<file path="src/uart_rx_regs.svh">
`ifndef UART_RX_REGS_SVH
`define UART_RX_REGS_SVH

// ----------------------------------------------------------------
// Register offsets (byte addresses)
// ----------------------------------------------------------------
`define OFS_RX_STATUS_CTL   8'h00
`define OFS_ADDR_MATCH_CTL  8'h04
`define OFS_LINE_CFG        8'h08
`define OFS_RX_DATA         8'h0C
`define OFS_IRQ_STATUS      8'h10
`define OFS_IRQ_MASK        8'h14

// ----------------------------------------------------------------
// Field positions
// ----------------------------------------------------------------
`define FLD_TH_HI           7
`define FLD_TH_LO           6
`define FLD_ADDR_EN         5
`define FLD_IDLE            4
`define FLD_PARITY_ERR_FLAG            3
`define FLD_FRAMING_ERR_FLAG            2
`define FLD_RX_OVERRUN_FLAG            1
`define FLD_AVAIL           0
`define FLD_DIV_LO          16
`define IRQ_THRESH          0
`define IRQ_OVERRUN         1
`define IRQ_FRAMING         2
`define IRQ_PARITY          3

// ----------------------------------------------------------------
// Reset values and timing
// ----------------------------------------------------------------
`define RST_ADDR_MATCH      16'h0000
`define RST_BAUD_DIV        16'h001A
`define OVS_LAST            4'hF
`define OVS_MID             4'h7
`define BUF_DEPTH           3'h4
`define BUF_3Q              3'h3
`define RESP_OKAY           2'h0
`define RESP_SLVERR         2'h2

`endif

</file>
<file path="src/uart_rx_pkg.sv">
package uart_rx_pkg;

  typedef enum logic [1:0] {
    MODE_8N = 2'h0,
    MODE_8E = 2'h1,
    MODE_8O = 2'h2,
    MODE_9N = 2'h3
  } line_mode_t;

  typedef enum logic [2:0] {
    RX_IDLE,
    RX_START,
    RX_DATA,
    RX_PARITY,
    RX_STOP
  } rx_state_t;

endpackage : uart_rx_pkg

</file>
<file path="src/uart_rx_status.sv">
// The register addresses and register access over AXI4-Lite are this design's own decisions.
`timescale 1ns/1ps
`include "uart_rx_regs.svh"

// Functional notes
// - threshold 11: interrupt when buffer becomes full
// - threshold 10: interrupt when buffer holds three
// - threshold 0x: interrupt on every transfer
// - ninth bit set marks an address character
// - address detect only effective in 9-bit mode
// - idle flag high unless receiving a character
// - parity error flag describes head character
// - framing error flag describes head character
// - overrun set when character arrives buffer full
// - clearing overrun empties buffer and shift register
// - data available while buffer holds characters
// - mask bits select compared address bits
// - hardware compares address against match value
module uart_rx_status
  import uart_rx_pkg::*;
(
  input  wire logic        clk_sys_i,     // System clock, 50 MHz
  input  wire logic        rst_n_i,       // Synchronous reset, low
  input  wire logic        rx_i,          // Serial receive pin
  output logic             irq_o,         // Level interrupt
  input  wire logic [7:0]  s_axi_awaddr,  // Write address
  input  wire logic        s_axi_awvalid, // Write address valid
  output logic             s_axi_awready, // Write address ready
  input  wire logic [31:0] s_axi_wdata,   // Write data
  input  wire logic [3:0]  s_axi_wstrb,   // Write byte strobes
  input  wire logic        s_axi_wvalid,  // Write data valid
  output logic             s_axi_wready,  // Write data ready
  output logic [1:0]       s_axi_bresp,   // Write response
  output logic             s_axi_bvalid,  // Write response valid
  input  wire logic        s_axi_bready,  // Write response ready
  input  wire logic [7:0]  s_axi_araddr,  // Read address
  input  wire logic        s_axi_arvalid, // Read address valid
  output logic             s_axi_arready, // Read address ready
  output logic [31:0]      s_axi_rdata,   // Read data
  output logic [1:0]       s_axi_rresp,   // Read response
  output logic             s_axi_rvalid,  // Read data valid
  input  wire logic        s_axi_rready   // Read data ready
);
  import uart_rx_pkg::*;

  // ----------------------------------------------------------------
  // Declarations
  // ----------------------------------------------------------------
  logic [1:0]  thresh_r;
  logic        addr_en_r;
  logic [15:0] addr_ctl_r;
  line_mode_t  mode_r;
  logic [15:0] div_r;
  logic [3:0]  irq_st_r;
  logic [3:0]  irq_mask_r;
  logic        rx_overrun_flag_r;
  logic        rx_meta_r;
  logic        rx_sync_r;
  logic [15:0] baud_cnt_r;
  logic        tick;
  rx_state_t   state_r;
  logic [3:0]  os_r;
  logic [3:0]  bit_r;
  logic [8:0]  shift_r;
  logic        par_err_r;
  logic        done_r;
  logic        framing_err_flag_r;
  logic        matched_r;
  logic [10:0] buf_r [4];
  logic [1:0]  head_r;
  logic [1:0]  tail_r;
  logic [2:0]  count_r;
  logic        aw_hold_r;
  logic        w_hold_r;
  logic [7:0]  awaddr_r;
  logic [31:0] wdata_r;
  logic [3:0]  wstrb_r;
  logic        bvalid_r;
  logic [1:0]  bresp_r;
  logic        rvalid_r;
  logic [1:0]  rresp_r;
  logic [31:0] rdata_r;
  logic        wr_go;
  logic        flush;
  logic        rd_take;
  logic        pop;
  logic        push;
  logic        overrun_ev;
  logic        thresh_ev;
  logic        addr_mode;
  logic        accept;
  logic        addr_hit;
  logic [8:0]  rx_word;
  logic [2:0]  count_nxt;
  logic [31:0] status_word;
  logic [31:0] cfg_word;
  logic [31:0] rd_mux;
  logic [31:0] wr_val;
  logic [31:0] wr_old;
  logic        wr_known;
  logic [3:0]  irq_ev;

  // Merge written bytes over the current register image
  function automatic logic [31:0] merge(input logic [31:0] old_v,
                                        input logic [31:0] new_v,
                                        input logic [3:0]  strb);
    logic [31:0] res;
    res = old_v;
    for (int b = 0; b < 4; b++) begin
      if (strb[b]) begin
        res[8*b +: 8] = new_v[8*b +: 8];
      end
    end
    return res;
  endfunction : merge

  // ----------------------------------------------------------------
  // Pin synchroniser and baud tick
  // ----------------------------------------------------------------
  always_ff @(posedge clk_sys_i) begin
    if (!rst_n_i) begin
      rx_meta_r <= 1'b1;
      rx_sync_r <= 1'b1;
    end else begin
      rx_meta_r <= rx_i;
      rx_sync_r <= rx_meta_r;
    end
  end

  // Tick runs at sixteen times the bit rate: period is div_r + 1
  assign tick = (baud_cnt_r == 16'h0000);

  always_ff @(posedge clk_sys_i) begin
    if (!rst_n_i || tick) begin
      baud_cnt_r <= rst_n_i ? div_r : `RST_BAUD_DIV;
    end else begin
      baud_cnt_r <= baud_cnt_r - 16'h0001;
    end
  end

  // ----------------------------------------------------------------
  // Receive shift register
  // ----------------------------------------------------------------
  always_ff @(posedge clk_sys_i) begin
    done_r <= 1'b0;
    if (!rst_n_i || flush) begin
      state_r   <= RX_IDLE;
      os_r      <= 4'h0;
      bit_r     <= 4'h0;
      shift_r   <= 9'h000;
      par_err_r <= 1'b0;
      framing_err_flag_r    <= 1'b0;
    end else begin
      unique case (state_r)
        RX_IDLE: begin
          os_r      <= 4'h0;
          par_err_r <= 1'b0;
          if (!rx_sync_r) begin
            state_r <= RX_START;
          end
        end
        RX_START: if (tick) begin
          os_r <= os_r + 4'h1;
          if (os_r == `OVS_MID) begin
            // Glitch shorter than half a bit is not a start bit
            state_r <= rx_sync_r ? RX_IDLE : RX_DATA;
            os_r    <= 4'h0;
            bit_r   <= 4'h0;
          end
        end
        RX_DATA: if (tick) begin
          os_r <= os_r + 4'h1;
          if (os_r == `OVS_LAST) begin
            shift_r <= {rx_sync_r, shift_r[8:1]};
            bit_r   <= bit_r + 4'h1;
            if (bit_r == ((mode_r == MODE_9N) ? 4'h8 : 4'h7)) begin
              state_r <= (mode_r == MODE_8E || mode_r == MODE_8O)
                         ? RX_PARITY : RX_STOP;
            end
          end
        end
        RX_PARITY: if (tick) begin
          os_r <= os_r + 4'h1;
          if (os_r == `OVS_LAST) begin
            par_err_r <= (^shift_r[8:1]) ^ rx_sync_r ^
                         (mode_r == MODE_8O);
            state_r   <= RX_STOP;
          end
        end
        RX_STOP: if (tick) begin
          os_r <= os_r + 4'h1;
          if (os_r == `OVS_LAST) begin
            framing_err_flag_r  <= ~rx_sync_r;
            done_r  <= 1'b1;
            state_r <= RX_IDLE;
          end
        end
      endcase
    end
  end

  // ----------------------------------------------------------------
  // Address filter
  // ----------------------------------------------------------------
  assign rx_word = (mode_r == MODE_9N) ? shift_r : {1'b0, shift_r[8:1]};
  assign addr_mode = addr_en_r && (mode_r == MODE_9N);
  assign addr_hit = ((rx_word[7:0] ^ addr_ctl_r[7:0]) &
                     addr_ctl_r[15:8]) == 8'h00;
  assign accept = !addr_mode || (rx_word[8] ? addr_hit : matched_r);

  always_ff @(posedge clk_sys_i) begin
    if (!rst_n_i || !addr_mode) begin
      matched_r <= 1'b0;
    end else if (done_r && rx_word[8]) begin
      matched_r <= addr_hit;
    end
  end

  // ----------------------------------------------------------------
  // Four-character receive buffer
  // ----------------------------------------------------------------
  assign pop  = rd_take && (s_axi_araddr == `OFS_RX_DATA) &&
                (count_r != 3'h0);
  assign overrun_ev = done_r && accept && (count_r == `BUF_DEPTH) && !pop;
  assign push = done_r && accept && !overrun_ev && !flush;
  assign count_nxt = count_r + {2'h0, push} - {2'h0, pop};

  genvar gi;
  generate
    for (gi = 0; gi < 4; gi++) begin : g_entry
      always_ff @(posedge clk_sys_i) begin
        if (!rst_n_i) begin
          buf_r[gi] <= 11'h000;
        end else if (push && tail_r == 2'(gi)) begin
          buf_r[gi] <= {framing_err_flag_r, par_err_r, rx_word};
        end
      end
    end
  endgenerate

  always_ff @(posedge clk_sys_i) begin
    if (!rst_n_i || flush) begin
      head_r  <= 2'h0;
      tail_r  <= 2'h0;
      count_r <= 3'h0;
    end else begin
      head_r  <= head_r + {1'b0, pop};
      tail_r  <= tail_r + {1'b0, push};
      count_r <= count_nxt;
    end
  end

  always_comb begin
    unique case (thresh_r)
      2'h3:    thresh_ev = push && (count_nxt == `BUF_DEPTH);
      2'h2:    thresh_ev = push && (count_nxt == `BUF_3Q);
      default: thresh_ev = push;
    endcase
  end

  // ----------------------------------------------------------------
  // Control registers
  // ----------------------------------------------------------------
  assign wr_go = aw_hold_r && w_hold_r && !bvalid_r;

  assign status_word = {24'h0, thresh_r, addr_en_r,
                        state_r == RX_IDLE,
                        (count_r != 3'h0) && buf_r[head_r][9],
                        (count_r != 3'h0) && buf_r[head_r][10],
                        rx_overrun_flag_r, count_r != 3'h0};
  assign cfg_word = {div_r, 14'h0, mode_r};

  always_comb begin
    wr_known = 1'b1;
    unique case (awaddr_r)
      `OFS_RX_STATUS_CTL:  wr_old = status_word;
      `OFS_ADDR_MATCH_CTL: wr_old = {16'h0, addr_ctl_r};
      `OFS_LINE_CFG:       wr_old = cfg_word;
      `OFS_RX_DATA:        wr_old = 32'h0;
      `OFS_IRQ_STATUS:     wr_old = 32'h0;
      `OFS_IRQ_MASK:       wr_old = {28'h0, irq_mask_r};
      default: begin
        wr_old   = 32'h0;
        wr_known = 1'b0;
      end
    endcase
  end
  assign wr_val = merge(wr_old, wdata_r, wstrb_r);

  // written zero over a set overrun
  assign flush = wr_go && (awaddr_r == `OFS_RX_STATUS_CTL) &&
                 wstrb_r[0] && rx_overrun_flag_r && !wdata_r[`FLD_RX_OVERRUN_FLAG];

  always_ff @(posedge clk_sys_i) begin
    if (!rst_n_i) begin
      thresh_r   <= 2'h0;
      addr_en_r  <= 1'b0;
      addr_ctl_r <= `RST_ADDR_MATCH;
      mode_r     <= MODE_8N;
      div_r      <= `RST_BAUD_DIV;
      irq_mask_r <= 4'h0;
    end else if (wr_go) begin
      if (awaddr_r == `OFS_RX_STATUS_CTL) begin
        thresh_r  <= wr_val[`FLD_TH_HI:`FLD_TH_LO];
        addr_en_r <= wr_val[`FLD_ADDR_EN];
      end
      if (awaddr_r == `OFS_ADDR_MATCH_CTL) begin
        addr_ctl_r <= wr_val[15:0];
      end
      if (awaddr_r == `OFS_LINE_CFG) begin
        mode_r <= line_mode_t'(wr_val[1:0]);
        div_r  <= wr_val[31:`FLD_DIV_LO];
      end
      if (awaddr_r == `OFS_IRQ_MASK) begin
        irq_mask_r <= wr_val[3:0];
      end
    end
  end

  // Overrun stays set until software clears it; a new overrun wins
  always_ff @(posedge clk_sys_i) begin
    if (!rst_n_i) begin
      rx_overrun_flag_r <= 1'b0;
    end else if (overrun_ev) begin
      rx_overrun_flag_r <= 1'b1;
    end else if (flush) begin
      rx_overrun_flag_r <= 1'b0;
    end
  end

  // ----------------------------------------------------------------
  // Interrupt status
  // ----------------------------------------------------------------
  assign irq_ev = {push && par_err_r, push && framing_err_flag_r, overrun_ev, thresh_ev};

  always_ff @(posedge clk_sys_i) begin
    if (!rst_n_i) begin
      irq_st_r <= 4'h0;
    end else if (wr_go && awaddr_r == `OFS_IRQ_STATUS && wstrb_r[0]) begin
      irq_st_r <= (irq_st_r & ~wdata_r[3:0]) | irq_ev;
    end else begin
      irq_st_r <= irq_st_r | irq_ev;
    end
  end

  assign irq_o = |(irq_st_r & irq_mask_r);

  // ----------------------------------------------------------------
  // AXI4-Lite write channel
  // ----------------------------------------------------------------
  assign s_axi_awready = !aw_hold_r && !bvalid_r;
  assign s_axi_wready  = !w_hold_r && !bvalid_r;
  assign s_axi_bvalid  = bvalid_r;
  assign s_axi_bresp   = bresp_r;

  always_ff @(posedge clk_sys_i) begin
    if (!rst_n_i) begin
      aw_hold_r <= 1'b0;
      w_hold_r  <= 1'b0;
      awaddr_r  <= 8'h00;
      wdata_r   <= 32'h0;
      wstrb_r   <= 4'h0;
      bvalid_r  <= 1'b0;
      bresp_r   <= `RESP_OKAY;
    end else begin
      if (s_axi_awvalid && s_axi_awready) begin
        aw_hold_r <= 1'b1;
        awaddr_r  <= {s_axi_awaddr[7:2], 2'h0};
      end
      if (s_axi_wvalid && s_axi_wready) begin
        w_hold_r <= 1'b1;
        wdata_r  <= s_axi_wdata;
        wstrb_r  <= s_axi_wstrb;
      end
      if (wr_go) begin
        aw_hold_r <= 1'b0;
        w_hold_r  <= 1'b0;
        bvalid_r  <= 1'b1;
        bresp_r   <= wr_known ? `RESP_OKAY : `RESP_SLVERR;
      end else if (bvalid_r && s_axi_bready) begin
        bvalid_r <= 1'b0;
      end
    end
  end

  // ----------------------------------------------------------------
  // AXI4-Lite read channel
  // ----------------------------------------------------------------
  assign s_axi_arready = !rvalid_r;
  assign rd_take       = s_axi_arvalid && !rvalid_r;
  assign s_axi_rvalid  = rvalid_r;
  assign s_axi_rresp   = rresp_r;
  assign s_axi_rdata   = rdata_r;

  // Reading the data word pops the head character
  always_comb begin
    unique case ({s_axi_araddr[7:2], 2'h0})
      `OFS_RX_STATUS_CTL:  rd_mux = status_word;
      `OFS_ADDR_MATCH_CTL: rd_mux = {16'h0, addr_ctl_r};
      `OFS_LINE_CFG:       rd_mux = cfg_word;
      `OFS_RX_DATA:        rd_mux = {21'h0, buf_r[head_r]};
      `OFS_IRQ_STATUS:     rd_mux = {28'h0, irq_st_r};
      `OFS_IRQ_MASK:       rd_mux = {28'h0, irq_mask_r};
      default:             rd_mux = 32'h0;
    endcase
  end

  always_ff @(posedge clk_sys_i) begin
    if (!rst_n_i) begin
      rvalid_r <= 1'b0;
      rresp_r  <= `RESP_OKAY;
      rdata_r  <= 32'h0;
    end else if (rd_take) begin
      rvalid_r <= 1'b1;
      rdata_r  <= (s_axi_araddr[7:2] > 6'h05) ? 32'h0 : rd_mux;
      rresp_r  <= (s_axi_araddr[7:2] > 6'h05) ? `RESP_SLVERR : `RESP_OKAY;
    end else if (s_axi_rready) begin
      rvalid_r <= 1'b0;
    end
  end

endmodule : uart_rx_status

</file>
<file path="config.mk">
export PLATFORM = sky130hd
export DESIGN_NAME = uart_rx_status
export DESIGN_NICKNAME = d
export VERILOG_FILES = /design/src/uart_rx_pkg.sv /design/src/uart_rx_status.sv
export VERILOG_INCLUDE_DIRS = /design/src
export SDC_FILE = /design/constraint.sdc
export NUM_CORES = 1
export LEC_CHECK = 0
export ABC_AREA = 1
export BUFFER_PORTS_ARGS = -buffer_cell sky130_fd_sc_hd__clkbuf_2
export CELL_PAD_IN_SITES_DETAIL_PLACEMENT = 1
export CELL_PAD_IN_SITES_GLOBAL_PLACEMENT = 1
export CORE_AREA = 2 2 163 165
export CTS_BUF_LIST = sky130_fd_sc_hd__clkbuf_4 sky130_fd_sc_hd__clkbuf_8 sky130_fd_sc_hd__clkbuf_16
export DETAILED_ROUTE_END_ITERATION = 7
export DIE_AREA = 0 0 165 167
export GPL_ROUTABILITY_DRIVEN = 0
export PLACE_DENSITY = 0.74
export REMOVE_ABC_BUFFERS = 1
export SYNTH_ARGS = -nofsm -noshare
export SYNTH_HDL_FRONTEND = slang
export SYNTH_SLANG_ARGS = --single-unit
</file>
<file path="constraint.sdc">
create_clock -name clk_sys_i -period 3.35 [get_ports clk_sys_i]
set_input_delay 0.335 -clock clk_sys_i [delete_from_list [all_inputs] [get_ports clk_sys_i]]
set_output_delay 0.335 -clock clk_sys_i [all_outputs]
set_load 0.005 [all_outputs]
</file>
==> impl_metrics.tcl, run 1 <==
set metrics [dict create \
    ir_worst_vdd_v 0.000319 \
    synth.most_common_cell "nand2_1" \
    overflow 0 \
    slowest_delay_ns 0.38 \
    wl_met3_um 1290 \
    status "finished clean" \
    pwr-share-seq_pct 46.8 \
    grt_pass1_vias 9080 \
    layout-drive-gt1-share_pct 15.0 \
    wl_met1_um 13900 \
    clkPwrFrac_pct 43.1 \
    place_inst 1714 \
    worst_setup_path_end_kind "flip-flop" \
    p_per_area_nw_per_um2 525 \
    switching_share_pct 26.1 \
    critPathRequiredTime_ns 3.81 \
    antenna_left 0 \
    fillers 3233 \
    combPwrFrac_pct 10.1 \
    htree_levels 1 \
    drt_iter0_markers 524 \
    die_x_um 165 \
    regArea_um2 4830 \
    num_vias 8938 \
    holdCritPathClass "in2reg" \
    cts_tree "done" \
    p_switching_w 0.00160 \
    antenna_found_initial 0 \
    yosysTopAreaCell "dfxtp_1" \
    cp.depth 21 \
    whs_ns 0.0568 \
    drc 0 \
    io_buffers 97 \
    netlist_top_cells_count "nand2_1, nor2_1, dfxtp_1, inv_1, o21ai_0" \
    cp_top_family "simple AND/OR/NAND/NOR gates" \
    syn_area_um2 9960 \
    start_util_pct 38.7 \
    fin_crit_ns 3.19 \
    worst_pin_slew_ns 1.10 \
    multi_input_area_um2 4380 \
    rr_worst_depth 21 \
    gr-usage-all-layers_pct 21.2 \
    critPathBufInv 3 \
    die_h_um 167 \
    clock-sinks 219 \
    ys.flop_type "dfxtp_1" \
    holdPathStages 3 \
    crit_chain "ha_4 -> inv_4 -> buf_12 -> nand2_2 -> nand3_1 -> nand3_1 -> nand2_1 -> nor2_2 -> nand3_2 -> nand2_4 -> nand2_2 -> ha_4 -> inv_1 -> ha_2 -> fa_2 -> xnor2_2 -> xor2_1 -> or2_4 -> nand3_1 -> nand3_1 -> a21oi_1" \
    fin_cells 1760 \
    fmax_ghz 0.314 \
    cap_violations 0 \
    setup_viol_count_final 0 \
    rows 59 \
    p_leak_nw 4.70 \
    syn_to_final_growth_pct 17.0 \
    maxSlewViolCount 0 \
    syn_inst 1311 \
    yosysUniqueCellTypes 46 \
    wirelength_um 29200 \
    ys_warn_count 0 \
    synth_edf_count 44 \
    clock_latency_ns 0.53 \
    utilization_pct 45.2 \
    grt_max_degree 49 \
    final_nets 1479 \
    wl_per_cell_um 16.6 \
    dp_hpwl_um 21200 \
    dr_wl_met2_um 13300 \
    clock_path_buffers 3 \
    num_antenna_cells 0 \
    num_io_pins 102 \
    die_area_um2 27600 \
    design.core.area_um2 25800 \
    drt-pass1-iter-count 6 \
    hold_viol 0 \
    synth_seq_area_share_pct 48.4 \
    cts_root_buf "clkbuf_16" \
    crit_top_cell "nand3_1" \
    via_per_inst 5.08 \
    synth-seq-cells 219 \
    syn_avg_cell_area_um2 7.60 \
    crit_fanout 8 \
    period_share_pct 95.2 \
    critical_path_class "reg2reg" \
    worst_clock_skew_ns 0.0197 \
    numCtsBuffers 25 \
    ys_async_sr_fraction_pct 0 \
    grt_pass1_wl_um 46700 \
    crit_arrival_ns 3.65 \
    crit_path_start_kind "flip-flop" \
    netlist_top_cells_area "dfxtp_1, edfxtp_1, nand2_1" \
    critical_path.slowest_cell "fa_2" \
    top_layer_used "met4" \
    netlist.area_leader.share_pct 35.2 \
    internal_power_w 0.00452 \
    path_clk_slew_ns 0.07 \
    max_slew_margin_pct 26.6 \
]
-- per-layer routing --
metal,global-route usage [%],up-vias
met1,29.3,4268
met2,34.7,163
met4,5.26,0
li1,-,4459
met5,0,-
met3,3.01,48
-- sequential cells by signal, summed over array words and instances (netlist names), 6 cells and up --
signal and count:
addr_ctl_r 16, awaddr_r 6, baud_cnt_r 16, buf_r 44, div_r 16, s_axi_rdata 32, shift_r 9, wdata_r 32
-- stage by stage --
step	cell area, µm²	setup TNS, ns	total power, W	setup WS (ns)
2_1_floorplan	9680	-0.0382	0.00332	-0.0382
3_3_place_gp	10800	0	0.00352	0.132
3_5_place_dp	10800	0	0.00354	0.0176
4_1_cts	11600	0	0.00618	0.00828
5_1_grt	11600	-0.00986	0.00640	-0.00986
6_report	11600	0	0.00612	0.161
-- kinds of logic (layout without fill, tap and decap cells) --
group | count (synthesis) | after routing | share of synthesized area (%)
simple gates | 575 | 575 | 24.4
compound gates | 284 | 284 | 15.1
other cells | 1 | 2 | 0.0377
flops | 219 | 219 | 48.4
buf+inv | 194 | 307 | 8.12
fa+ha+maj | 12 | 12 | 1.58
xor+xnor | 26 | 26 | 2.29
-- final timing paths --
check	from	endpoint	slack (ns)
setup reg to reg	mode_r[0]	irq_st_r[0]	0.16
hold / removal	s_axi_wdata[9]	wdata_r[9]	0.06
setup / recovery	mode_r[0]	irq_st_r[0]	0.16
hold reg to reg	rx_meta_r	rx_sync_r	0.41
-- worst min-delay path: cells and delay by family --
family          cells  cell delay [ns]
compound gates      1             0.07
buf+inv             1             0.07
simple gates        1             0.07
-- cell type report --
cell class,instances,area share (%)
clock inverters,8,0.376
inverters,140,4.53
repair buffers,122,5.97
clock buffers,37,6.41
flip-flops and latches,219,41.5
well taps,335,3.60
multi-input cells,899,37.6
-- cells in the final DEF, fill, tap and decap left out, types with 3 or more instances in the layout --
master and n:
xor2_1 14, nand3_1 79, xnor2_1 11, a22oi_1 3, nor2_2 11, o211ai_1 4
nand4_2 4, ha_1 7, clkbuf_16 25, nand2_1 222, o22ai_1 19, o21ai_0 133
buf_4 22, edfxtp_1 44, nor2_1 223, a21oi_1 109, dfxtp_1 173, inv_1 136
nand4_1 5, clkbuf_8 5, clkinv_2 6, a211oi_1 4, clkbuf_2 97, nor3_1 6
nand2_2 10, nor2_4 3, clkbuf_4 7
-- power by group through the flow --
stage	clock network, W	registers, W	logic [W]
6_report	0.00264	0.00286	0.000618
5_1_grt	0.00280	0.00287	0.000727
4_1_cts	0.00269	0.00286	0.000625
3_5_place_dp	0	0.00292	0.000621
3_3_place_gp	0	0.00291	0.000607
2_1_floorplan	0	0.00290	0.000419
-- what timing repair did --
action,CTS,global route
buffers inserted,0,0
gates resized for setup,2,17
hold buffers,1,0
pin swaps,0,10
setup endpoints to repair,1,1
cloned,0,0
hold endpoints to repair,1,0
Power figures use the tool's default switching activity.
==> inputs of run 2 (changes only) <==
- CORE_AREA: 2 2 163 165 -> 2 2 159 161
- CTS_BUF_LIST: sky130_fd_sc_hd__clkbuf_4 sky130_fd_sc_hd__clkbuf_8 sky130_fd_sc_hd__clkbuf_16 -> sky130_fd_sc_hd__clkbuf_2 sky130_fd_sc_hd__clkbuf_4 sky130_fd_sc_hd__clkbuf_8
- DIE_AREA: 0 0 165 167 -> 0 0 161 163
- PLACE_DENSITY: 0.74 -> 0.77
- SLEW_MARGIN: not set -> 20
==> run 2 against run 1 <==
Net effect: final cell count rose by 1.3%; core utilization rose by 2.7 points; clock skew rose by 0.0072 ns; maximum frequency fell by 3.2%; critical path depth did not move; critical endpoint unchanged; largest power group unchanged; sequential power barely moved; clock-buffer cell count rose by 21; total power fell by 1.9%; sequential share of layout area fell by 0.67 points; design area rose by 1.5%; first-iteration DRC count fell by 15%; sequential cell count did not move.
==> impl_metrics.tcl, run 2 (synthesized netlist as in run 1, its figures left out) <==
set metrics [dict create \
    start_util_pct 40.4 \
    antenna_left 0 \
    top_register "buf_r" \
    p_leak_nw 4.77 \
    clock_path_buffers 3 \
    htree_levels 2 \
    hold_viol 0 \
    grt_pass1_wl_um 46800 \
    multi_input_area_um2 4520 \
    status "finished clean" \
    design_area_um2 11800 \
    layout_commonest_cell "nor2_1" \
    wl_per_cell_um 16.7 \
    grt_max_degree 49 \
    crit_fanout 5 \
    crit_path_start_kind "flip-flop" \
    holdCritPathClass "in2reg" \
    num_io_pins 102 \
    max_slew_margin_pct 33.2 \
    worst_clock_skew_ns 0.0269 \
    worst_slack_ns 0.0567 \
    placed_area_um2 10800 \
    overflow 0 \
    finalPower_w 0.00600 \
    drt_iter0_markers 448 \
    final_nets 1496 \
    cts_tree "done" \
    die_h_um 163 \
    final_cell_mix "nor2_1, nand2_1, dfxtp_1" \
    fin_cells 1783 \
    dp_hpwl_um 21200 \
    worst_pin_slew_ns 0.993 \
    largest_reg_flops 44 \
    numCtsBuffers 38 \
    drt-pass1-iter-count 7 \
    io_buffers 97 \
    p_per_area_nw_per_um2 508 \
    critPathRequiredTime_ns 3.82 \
    whs_ns 0.0506 \
    fillers 3134 \
    clock_latency_ns 0.54 \
    syn_to_final_growth_pct 18.8 \
    place_inst 1708 \
    layout-drive-gt1-share_pct 18.0 \
    period_share_pct 98.3 \
    cts_root_buf "clkbuf_8" \
    clock-sinks 219 \
    worst_setup_path_end_kind "flip-flop" \
    gr-usage-all-layers_pct 22.2 \
    die_x_um 161 \
    pre_cts_slack_ns 0.0348 \
    fmax_ghz 0.304 \
    num_vias 9088 \
    drc 0 \
    crit_arrival_ns 3.76 \
    wirelength_um 29800 \
    rows 58 \
    path_clk_slew_ns 0.06 \
    maxSlewViolCount 0 \
    regArea_um2 4830 \
    antenna_found_initial 0 \
    cap_violations 0 \
    design.core.area_um2 24700 \
    fin_crit_ns 3.29 \
    ir_worst_vdd_v 0.000256 \
    num_antenna_cells 0 \
    die_area_um2 26200 \
    critical_path_class "reg2reg" \
    setup_viol_count_final 0 \
    grt_pass1_vias 9127 \
    via_per_inst 5.10 \
]
-- run 2: metrics by stage --
| step | utilization (%) | TNS (ns) |
|---|---|---|
| 6_report | 47.9 | 0 |
| 5_1_grt | 47.9 | -0.118 |
| 4_1_cts | 46.9 | 0 |
| 3_5_place_dp | 43.6 | 0 |
| 3_3_place_gp | 43.6 | 0 |
| 2_1_floorplan | - | -0.0382 |
-- run 2: layer usage --
layer / up-vias / global-route usage (%) / routed length (µm)
met4: 0 / 4.91 / 400
met2: 173 / 37.9 / 14200
li1: 4509 / - / -
met1: 4368 / 29.8 / 14000
met5: - / 0 / 0
met3: 38 / 3.62 / 1180
-- run 2: worst max-delay path, stage by stage, from the launching register on --
cell,delay (ns)
dfxtp_2,0.36
buf_6,0.13
ha_4,0.17
inv_1,0.06
nand2_1,0.08
nand3_1,0.09
nand3_1,0.13
nand2_1,0.08
nor2_2,0.12
nand3_2,0.12
nand2_4,0.09
nand2_4,0.07
ha_4,0.26
inv_2,0.04
ha_4,0.15
fa_2,0.39
xnor2_2,0.17
xor2_2,0.20
or2_4,0.26
nand3_2,0.06
nand3_2,0.06
a21oi_2,0.13
-- run 2: power by group --
group | switching (W) | internal [W]
Combinational | 0.000437 | 0.000189
Sequential | 0.0000649 | 0.00280
Clock | 0.00108 | 0.00143
-- run 2: final timing paths --
path,from,end,slack [ns],depth (start not counted)
worst max-delay path,mode_r[1],irq_st_r[0],0.06,21
worst min-delay path,s_axi_wdata[23],wdata_r[23],0.05,3
worst max register to register,mode_r[1],irq_st_r[0],0.06,21
worst min register to register,rx_meta_r,rx_sync_r,0.42,1
-- run 2: area by class of cell --
type                    count  share of cell area, %
clock buffers              58                   6.01
clock inverters            11                  0.698
inverters                 140                   4.51
multi-input cells         899                   38.2
flip-flops and latches    219                   40.8
well taps                 330                   3.49
repair buffers            125                   6.19
repair inverters            1                 0.0741
-- run 2: timing repair --
action,4_1_cts,5_1_grt
pin swaps,0,23
buffers inserted,0,3
gates resized for setup,3,51
hold endpoints to repair,1,0
gates cloned,0,2
hold buffers,1,0
setup endpoints to repair,1,1
